**config.mk**
```make
export PLATFORM = sky130hd
export DESIGN_NAME = ppt_core
export DESIGN_NICKNAME = d
export VERILOG_FILES = /design/src/core/ppt_pkg.sv /design/src/core/ppt_core.sv
export SDC_FILE = /design/constraint.sdc
export NUM_CORES = 2
export LEC_CHECK = 0
export BUFFER_PORTS_ARGS = -buffer_cell sky130_fd_sc_hd__buf_2
export CORE_UTILIZATION = 53
export DETAILED_ROUTE_END_ITERATION = 8
export GPL_TIMING_DRIVEN = 0
export HOLD_SLACK_MARGIN = 0.02
export PLACE_DENSITY = 0.69
export SLEW_MARGIN = 20
export SYNTH_ARGS = -nofsm -noshare
export SYNTH_HDL_FRONTEND = slang
export SYNTH_SLANG_ARGS = --single-unit
```
**constraint.sdc**
```tcl
create_clock -name clk -period 29.8 [get_ports clk]
set_input_delay 4.47 -clock clk [delete_from_list [all_inputs] [get_ports clk]]
set_output_delay 4.47 -clock clk [all_outputs]
set_load 0.01 [all_outputs]
```
**src/core/ppt_pkg.sv**
```systemverilog
// Purpose: constants and types for the 1pps placement and time-tag block
// Assumes: 50 MHz system clock, APB register access
// Notes: offsets are byte addresses of aligned 32-bit words
package ppt_pkg;
	// clock and time base
	localparam int unsigned CLK_HZ        = 50_000_000;
	localparam int unsigned CLK_NS        = 1_000_000_000 / CLK_HZ;
	localparam int unsigned SEC_NS        = 1_000_000_000;
	localparam int unsigned FINE_CLK_HZ   = 2_500_000;
	localparam int unsigned FINE_DIV      = CLK_HZ / FINE_CLK_HZ;
	localparam int unsigned OUT_FINE_NS   = 100;
	localparam int unsigned PULSE_W_US    = 10;
	localparam int unsigned PULSE_W_CYC   = (PULSE_W_US * 1000) / CLK_NS;
	localparam int unsigned MOD_STEPS     = 24;
	// parameter limits and reset values
	localparam logic [14:0] TS_MIN        = 15'h1B58;
	localparam logic [14:0] TS_MAX        = 15'h61A8;
	localparam logic [14:0] TS_RST        = 15'h3333;
	localparam int          TO_MIN        = -32767;
	localparam int          TO_MAX        = 32768;
	localparam logic [16:0] TO_RST        = 17'h00000;
	localparam logic [7:0]  PS_MIN        = 8'h64;
	localparam logic [7:0]  PS_MAX        = 8'hFF;
	localparam logic [7:0]  PS_RST        = 8'hC8;
	localparam logic [11:0] FO_RST        = 12'h000;
	localparam int          FO_LIM        = 2000;
	localparam logic [31:0] TAG_NONE      = 32'hFFFFFFFF;
	// register map
	localparam logic [7:0] A_CTRL   = 8'h00;
	localparam logic [7:0] A_TAG    = 8'h04;
	localparam logic [7:0] A_TS     = 8'h08;
	localparam logic [7:0] A_TO     = 8'h0C;
	localparam logic [7:0] A_PS     = 8'h10;
	localparam logic [7:0] A_PP     = 8'h14;
	localparam logic [7:0] A_NV_TS  = 8'h18;
	localparam logic [7:0] A_NV_TO  = 8'h1C;
	localparam logic [7:0] A_NV_PS  = 8'h20;
	localparam logic [7:0] A_POS    = 8'h24;
	localparam logic [7:0] A_FO     = 8'h28;
	localparam logic [7:0] A_STAT   = 8'h2C;
	// control register bit positions
	localparam int C_ST_TS   = 0;
	localparam int C_ST_TO   = 1;
	localparam int C_ST_PS   = 2;
	localparam int C_RESTART = 3;
	localparam int C_PLL     = 4;
	// output placement split into counted and analog parts
	typedef struct packed {
		logic [29:0] coarse;
		logic [6:0]  fine;
	} ppt_place_t;
	typedef enum logic [4:0] {
		TT_IDLE = 5'b00001,
		TT_WAIT = 5'b00010,
		TT_STR  = 5'b00100,
		TT_CALC = 5'b01000,
		TT_NORM = 5'b10000
	} ppt_tt_t;
endpackage

```
**src/core/ppt_core.sv**
```systemverilog
// Purpose: 1pps output placement and 1pps input time-tagging, APB slave
// Assumes: external pulse stretcher and 8-bit delay DAC around this logic
// Notes: Notes on behaviour below
//
// The address map and the APB slave port were chosen for this implementation.
`timescale 1ns/1ns
`default_nettype none
module ppt_core
	import ppt_pkg::*;
#(
	parameter int unsigned SEC_LEN = SEC_NS
) (
	input  wire logic        clk,
	input  wire logic        rst_n,
	input  wire logic        psel,
	input  wire logic        penable,
	input  wire logic        pwrite,
	input  wire logic [7:0]  paddr,
	input  wire logic [31:0] pwdata,
	output logic      [31:0] prdata,
	output logic             pready,
	output logic             pslverr,
	input  wire logic        pps_in,
	input  wire logic        stretch_in,
	output logic             pps_out,
	output logic      [7:0]  fine_delay_dac_code
);
	localparam logic [33:0] SEC34 = 34'(SEC_LEN);

	// pin synchronisers, three stages each
	logic [2:0] pin_s, next_pin_s;
	logic [2:0] str_s, next_str_s;
	logic       pin_lvl, next_pin_lvl;
	logic       str_lvl, next_str_lvl;

	// time base and placement
	logic [29:0] ns_now, next_ns_now;
	logic [4:0]  div, next_div;
	logic [29:0] pos, next_pos;
	logic [29:0] mod_r, next_mod_r;
	logic [4:0]  mod_k, next_mod_k;
	logic        busy, next_busy;
	ppt_place_t  plc, next_plc;
	logic [8:0]  pw_cnt, next_pw_cnt;
	logic        pps_q, next_pps_q;
	logic [7:0]  dac, next_dac;

	// parameters in use and stored copies
	logic [14:0] ts, next_ts, nv_ts, next_nv_ts;
	logic [16:0] to, next_to, nv_to, next_nv_to;
	logic [7:0]  ps, next_ps, nv_ps, next_nv_ps;
	logic        pll_en, next_pll_en;
	logic [11:0] fo, next_fo;

	// time-tag machine
	ppt_tt_t     tst, next_tst;
	logic [29:0] edge_ns, next_edge_ns;
	logic [15:0] cnt, next_cnt;
	logic        seen, next_seen;
	logic signed [33:0] s, next_s;
	logic [29:0] tag, next_tag;
	logic        tag_ok, next_tag_ok;
	logic        done;

	logic        wr, rd, hit;
	logic        pin_rise, fine_tick, fire;
	logic [30:0] fine_prod;
	logic [25:0] dac_prod;
	logic signed [33:0] err, fo_w;

	assign wr        = psel & penable & pwrite;
	assign rd        = psel & penable & ~pwrite;
	assign pready    = 1'b1;
	assign pps_out   = pps_q;
	assign fine_delay_dac_code = dac;
	assign pin_rise  = next_pin_lvl & ~pin_lvl;
	assign fine_tick = (div == 5'h00);
	assign fire      = ~busy & (ns_now == plc.coarse);
	assign fine_prod = 31'(cnt) * 31'(ts);
	// scale remainder by pulse slope, about 1/100
	assign dac_prod  = 26'(plc.fine) * 26'(ps) * 26'h51F;

	// address decode
	always_comb begin
		unique case (paddr)
			A_CTRL, A_TAG, A_TS, A_TO, A_PS, A_PP, A_NV_TS, A_NV_TO, A_NV_PS,
			A_POS, A_FO, A_STAT: hit = 1'b1;
			default:             hit = 1'b0;
		endcase
	end

	// read mux and error answer
	always_comb begin
		prdata  = 32'h00000000;
		pslverr = psel & penable & (~hit | (pwrite & (paddr == A_PP) & busy));
		if (rd) begin
			unique case (paddr)
				A_TAG:   prdata = tag_ok ? {2'h0, tag} : TAG_NONE;
				A_TS:    prdata = {17'h00000, ts};
				A_TO:    prdata = {{15{to[16]}}, to};
				A_PS:    prdata = {24'h000000, ps};
				A_NV_TS: prdata = {17'h00000, nv_ts};
				A_NV_TO: prdata = {{15{nv_to[16]}}, nv_to};
				A_NV_PS: prdata = {24'h000000, nv_ps};
				A_POS:   prdata = {2'h0, pos};
				A_FO:    prdata = {{20{fo[11]}}, fo};
				A_CTRL:  prdata = {27'h0000000, pll_en, 4'h0};
				A_STAT:  prdata = {29'h00000000, pll_en, busy, tag_ok};
				default: prdata = 32'h00000000;
			endcase
		end
	end

	// input rise once second and third stages agree
	always_comb begin
		next_pin_s   = {pin_s[1:0], pps_in};
		next_str_s   = {str_s[1:0], stretch_in};
		next_pin_lvl = (pin_s[2] == pin_s[1]) ? pin_s[2] : pin_lvl;
		next_str_lvl = (str_s[2] == str_s[1]) ? str_s[2] : str_lvl;
	end

	// main next-state logic
	always_comb begin
		next_ns_now  = (ns_now + 30'(CLK_NS) >= 30'(SEC_LEN)) ? 30'h0 : ns_now + 30'(CLK_NS);
		next_div     = (div == 5'(FINE_DIV - 1)) ? 5'h00 : div + 5'h01;
		next_pos     = pos;
		next_mod_r   = mod_r;
		next_mod_k   = mod_k;
		next_busy    = busy;
		next_plc     = plc;
		next_pw_cnt  = pw_cnt;
		next_pps_q   = pps_q;
		next_dac     = dac;
		next_ts      = ts;
		next_to      = to;
		next_ps      = ps;
		next_nv_ts   = nv_ts;
		next_nv_to   = nv_to;
		next_nv_ps   = nv_ps;
		next_pll_en  = pll_en;
		next_fo      = fo;
		next_tst     = tst;
		next_edge_ns = edge_ns;
		next_cnt     = cnt;
		next_seen    = seen;
		next_s       = s;
		next_tag     = tag;
		done         = 1'b0;
		err          = 34'sh0;
		fo_w         = 34'sh0;
		// output fires at counted part, DAC adds the rest
		if (fire) begin
			next_pps_q  = 1'b1;
			next_pw_cnt = 9'(PULSE_W_CYC - 1);
		end else if (pps_q) begin
			next_pps_q  = (pw_cnt != 9'h000);
			next_pw_cnt = pw_cnt - 9'h001;
		end
		// split position into 100 ns grid and remainder
		if (busy) begin
			if (mod_r >= (30'(OUT_FINE_NS) << mod_k))
				next_mod_r = mod_r - (30'(OUT_FINE_NS) << mod_k);
			next_mod_k = mod_k - 5'h01;
			if (mod_k == 5'h00) begin
				next_busy  = 1'b0;
				next_plc   = '{coarse: pos - next_mod_r, fine: 7'(next_mod_r)};
			end
		end else begin
			next_dac = dac_prod[24:17];
		end
		// register writes
		if (wr) begin
			unique case (paddr)
				A_CTRL: begin
					next_pll_en = pwdata[C_PLL];
					if (pwdata[C_ST_TS]) next_nv_ts = ts;
					if (pwdata[C_ST_TO]) next_nv_to = to;
					if (pwdata[C_ST_PS]) next_nv_ps = ps;
					if (pwdata[C_RESTART]) begin
						next_ts = nv_ts;
						next_to = nv_to;
						next_ps = nv_ps;
					end
				end
				A_TS: if (pwdata[31:15] == 17'h0 && pwdata[14:0] >= TS_MIN &&
					pwdata[14:0] <= TS_MAX) next_ts = pwdata[14:0];
				A_TO: if (signed'(pwdata) >= TO_MIN && signed'(pwdata) <= TO_MAX)
					next_to = pwdata[16:0];
				// pulse slope accepted only in range
				A_PS: if (pwdata[31:8] == 24'h0 && pwdata[7:0] >= PS_MIN)
					next_ps = pwdata[7:0];
				// move earlier, wrap within the second
				A_PP: if (~busy && pwdata < SEC_LEN) begin
					next_pos   = (pos >= pwdata[29:0]) ? pos - pwdata[29:0] :
						pos + 30'(SEC_LEN) - pwdata[29:0];
					next_mod_r = next_pos;
					next_mod_k = 5'(MOD_STEPS - 1);
					next_busy  = 1'b1;
				end
				default: ;
			endcase
		end
		// time-tag sequence
		unique case (tst)
			TT_IDLE: if (pin_rise) next_tst = TT_WAIT;
			// coarse stamp at next 2.5 MHz edge
			TT_WAIT: if (fine_tick) begin
				next_edge_ns = ns_now;
				next_cnt     = 16'h0000;
				next_seen    = 1'b0;
				next_tst     = TT_STR;
			end
			// count stretched pulse at 2.5 MHz
			TT_STR: begin
				if (str_lvl & fine_tick) begin
					next_cnt  = cnt + 16'h0001;
					next_seen = 1'b1;
				end
				if (seen & ~str_lvl) next_tst = TT_CALC;
			end
			// add offset; refer to output position
			TT_CALC: begin
				next_s   = 34'(edge_ns) - 34'(fine_prod[30:16]) - 34'(pos) +
					34'(signed'(to));
				next_tst = TT_NORM;
			end
			TT_NORM: begin
				if (s < 0)
					next_s = s + signed'(SEC34);
				else if (s >= signed'(SEC34))
					next_s = s - signed'(SEC34);
				else begin
					done     = 1'b1;
					next_tag = 30'(s);
					next_tst = TT_IDLE;
				end
			end
			default: next_tst = TT_IDLE;
		endcase
		// steer frequency offset from signed tag
		if (done && pll_en) begin
			err  = (s >= signed'(SEC34 >> 1)) ? s - signed'(SEC34) : s;
			fo_w = 34'(signed'(fo)) - (err >>> 2);
			if (fo_w > FO_LIM) fo_w = 34'(FO_LIM);
			if (fo_w < -FO_LIM) fo_w = -34'(FO_LIM);
			next_fo = 12'(fo_w);
		end
	end

	// fresh tag per input pulse; read clears, new result wins
	assign next_tag_ok = done | (tag_ok & ~(rd & (paddr == A_TAG)));

	// synchroniser registers
	always_ff @(posedge clk or negedge rst_n) begin
		if (!rst_n) begin
			pin_s   <= 3'h0;
			str_s   <= 3'h0;
			pin_lvl <= 1'b0;
			str_lvl <= 1'b0;
		end else begin
			pin_s   <= next_pin_s;
			str_s   <= next_str_s;
			pin_lvl <= next_pin_lvl;
			str_lvl <= next_str_lvl;
		end
	end

	// state registers
	always_ff @(posedge clk or negedge rst_n) begin
		if (!rst_n) begin
			ns_now  <= 30'h0;
			div     <= 5'h00;
			pos     <= 30'h0;
			mod_r   <= 30'h0;
			mod_k   <= 5'h00;
			busy    <= 1'b0;
			plc     <= '0;
			pw_cnt  <= 9'h000;
			pps_q   <= 1'b0;
			dac     <= 8'h00;
			ts      <= TS_RST;
			to      <= TO_RST;
			ps      <= PS_RST;
			nv_ts   <= TS_RST;
			nv_to   <= TO_RST;
			nv_ps   <= PS_RST;
			pll_en  <= 1'b1;
			fo      <= FO_RST;
			tst     <= TT_IDLE;
			edge_ns <= 30'h0;
			cnt     <= 16'h0000;
			seen    <= 1'b0;
			s       <= 34'sh0;
			tag     <= 30'h0;
			tag_ok  <= 1'b0;
		end else begin
			ns_now  <= next_ns_now;
			div     <= next_div;
			pos     <= next_pos;
			mod_r   <= next_mod_r;
			mod_k   <= next_mod_k;
			busy    <= next_busy;
			plc     <= next_plc;
			pw_cnt  <= next_pw_cnt;
			pps_q   <= next_pps_q;
			dac     <= next_dac;
			ts      <= next_ts;
			to      <= next_to;
			ps      <= next_ps;
			nv_ts   <= next_nv_ts;
			nv_to   <= next_nv_to;
			nv_ps   <= next_nv_ps;
			pll_en  <= next_pll_en;
			fo      <= next_fo;
			tst     <= next_tst;
			edge_ns <= next_edge_ns;
			cnt     <= next_cnt;
			seen    <= next_seen;
			s       <= next_s;
			tag     <= next_tag;
			tag_ok  <= next_tag_ok;
		end
	end
endmodule
`default_nettype wire

```
==> results.md <==
- Status: finished, final reports clean
- Largest net degree at the start of global routing: 96
- WL final: 129900 um
- CP max stage cell: clkbuf_1
- Critical Path AT: 13.03 ns
- EDFF count, synth: 0
- Routability cong.: 0.9871
- Final core utilization: 58.00%
- Core area: 79260 um2
- Proportion of synthesized area in mux cells: 4.349%
- Final Critical Period: 12.58 ns
- Post-synthesis adder-cell area fraction: 27.73%
- Clock tree buffer depth: 3
- First-pass GRT wire length: 203100 um
- Mapped Nets: 5749
- CP dominant cell by count: fa_1
- CTS Root Cell: clkbuf_16
- Setup Crit Path Kind: flip-flop to flip-flop
- Synth Area per Inst: 8.597 um2
- Clock Latency Late Sink: 0.60 ns
- Pins Over Slew Limit: 0
- Antenna-violating nets left: 0
- Via count: 37360
- CP Buf/Inv Count: 6
- Commonest cells after routing, fill and taps aside: 572 x inv_1, 523 x nand2_1, 439 x ha_1, 346 x dfrtp_1, 314 x fa_1
- Mapped cell area: 42550 um2
- Clk network pwr share: 14.5%
- Clock transition at the registers of the reported paths: 0.06 ns
- Top Family by Delay on Critical Path: adder cells
- Synth Flop Type: dfrtp_1
- Pint: 1.984 mW
- Port Buffers: 88
- NetSw: 1.924 mW
- Most common cell after layout, fill and taps aside: inv_1
- DP Worst Slack: 17.52 ns
- Logic pwr share: 69.3%
- CTS tree: yes
- Post-synth ARST share: 100.0%
- Num rows: 103
- Max Clock Skew: 0.02663 ns
- RSZ-0062 raised after global routing: no
- Max_cap viols: 0
- Final Cycle Share: 42.21%
- WP depth: 41
- PD cells: 85.02 nW/um2
- Critical path launch point type: flip-flop
- Main combinational cell family by area after synthesis: adder cells
- Reg power frac: 16.2%
- Distinct cells, synth: 92
- Complex-gate fraction of the synthesized area: 16.22%
- Worst path max stage delay: 0.67 ns
- Minimum hold slack: 0.3462 ns
- Initial antenna violation count: 4
- Synth Register Bits: 370
- DRT iter0 DRCs: 3471
- TritonCTS Buffers: 44
- Post-DP HPWL: 103700 um
- Setup Fix Bufs, Post-CTS: 0
- Layout Nets: 5889
- Gate Count Post-Synth: 4949
- Maximum fanout along the worst path: 10
- Clock Sinks: 370
- Die Footprint: 81410 um2
- Fmax: 79.51 MHz
- Synthesis-to-layout area growth: 8.040%
- Pre-antenna DRT Iters: 7
- Die X: 285.3 um
- Yosys warning count: 0
- Die height: 285.3 um
- Final hold violation count: 0
- Headroom to the max-slew limit: 25.08%
- PostCTS Resize Cnt: 0
- Synth Area in XOR/XNOR: 6.105%
- IO Count: 90
- DRC viols: 0
- Required time of the worst setup path: 30.25 ns
- Finish-stage setup viols: 0
- Slew @ Worst Pin: 1.117 ns
- Layout cells sized above 1: 6.655%
- Power Total: 3.908 mW
- Cell count of the worst reg-to-reg path: 41
- Worst setup EP type: flip-flop
- Worst setup margin: 17.22 ns
- Seq/Total Area, Yosys: 21.83%
- Hold Path Cell Cnt: 0
- Sw Ratio: 49.23%
- CTS Hold Bufs: 0
- Synthesized-area fraction occupied by and/or/nand/nor cells: 16.70%
- Leakage power: 22.49 nW
- Setup TNS: 0 ns
- Grt ovf: 0
- All-Layer GR Usage: 31.78%
- Worst vdd ir: 0.07922 mV
- Initial core utilization: 53.68%
- Vias per cell: 6.048
- Vias in the first global route: 35640
- H-tree depth: 2
- Worst min-delay path class: flip-flop to flip-flop
- Drt wl/cell: 21.03 um
power by group through the flow:
| stage | sequential (mW) | combinational, mW | clock (mW) |
|---|---|---|---|
| after floorplan | 0.616 | 2.05 | 0 |
| after global placement | 0.638 | 2.61 | 0 |
| after detailed placement | 0.638 | 2.65 | 0 |
| after CTS | 0.630 | 2.66 | 0.573 |
| after global routing | 0.640 | 2.98 | 0.591 |
| final | 0.633 | 2.71 | 0.565 |
synthesized netlist by cell type, types with 37 or more instances:
library cell,count,share of area (%)
ha_1,439,13
a211oi_1,37,0.65
xor2_1,109,2.2
mux2_2,95,2.5
and3_1,38,0.56
nor2b_1,41,0.60
o21ai_0,282,3.3
mux2i_1,78,1.8
nor3_1,92,1.1
dfrtp_1,346,20
a21o_1,74,1.3
a31oi_1,67,0.99
nand3_1,79,0.93
inv_1,572,5.0
o21a_1,38,0.67
xnor2_1,185,3.8
o211ai_1,39,0.69
nor2_1,294,2.6
clkbuf_1,197,1.7
fa_1,314,15
and2_1,179,2.6
a21oi_1,289,3.4
nand2_1,523,4.6
nand4_1,53,0.78
final timing paths:
path,from,endpoint,slack [ns]
worst max-delay path,ts[9],s[31],17.22
worst max register to register,ts[9],s[31],17.22
worst min register to register,str_s[0],str_s[1],0.35
min in group asynchronous,rst_n,mod_r[25],3.79
worst min-delay path,str_s[0],str_s[1],0.35
max in group asynchronous,rst_n,tst[0],24.71
state kept, by name (all words and copies together), names as in the netlist, 8 cells and up:
register,flops
ts,15
ps,8
plc,37
ns_now,28
pos,30
cnt,16
tag,30
nv_ps,8
nv_ts,15
to,17
fine_delay_dac_code,8
s,34
fo,12
edge_ns,28
nv_to,17
pw_cnt,9
mod_r,30
worst register-to-register path: cells and delay by family (launching register included):
family / cells / cell delay (ns)
compound gates: 15 / 3.81
xor+xnor: 1 / 0.13
fa+ha+maj: 10 / 4.64
buf+inv: 6 / 1.48
flops: 1 / 0.52
simple gates: 9 / 1.87
per-stage QoR:
step	cells	cell area, um2
after detailed placement	6093	44470
final	6178	45970
after floorplan	4949	42550
after CTS	6174	45940
after global routing	6174	45960
after global placement	6087	44300
logic make-up (layout without fill, tap and decap cells):
kind of cell,count (synthesis),in the layout
mux,173,173
simple gates,1473,1473
flops,370,370
fa+ha+maj,755,755
compound gates,1089,1089
other cells,1,5
xor+xnor,295,295
buf+inv,793,968
metal layers:
metal / GRT usage, % / routed length [um] / up-vias
met3: 5.968 / 11540 / 244
li1: - / - / 17210
met1: 45.36 / 57340 / 18340
met4: 9.652 / 4215 / 2
met2: 48.79 / 56830 / 1567
met5: 0 / 14 / -
final cells by class:
| class | count | area [um2] |
|---|---|---|
| antenna | 4 | 10.01 |
| buffer | 221 | 853.3 |
| clock buffer | 63 | 1264 |
| clock inverter | 18 | 214.0 |
| fill | 7233 | 33290 |
| inverter | 572 | 2147 |
| multi-input combinational | 3786 | 30280 |
| sequential | 370 | 9289 |
| tap | 1050 | 1314 |
| timing repair buffer | 94 | 593.1 |
(Power assumes the default switching activity.)
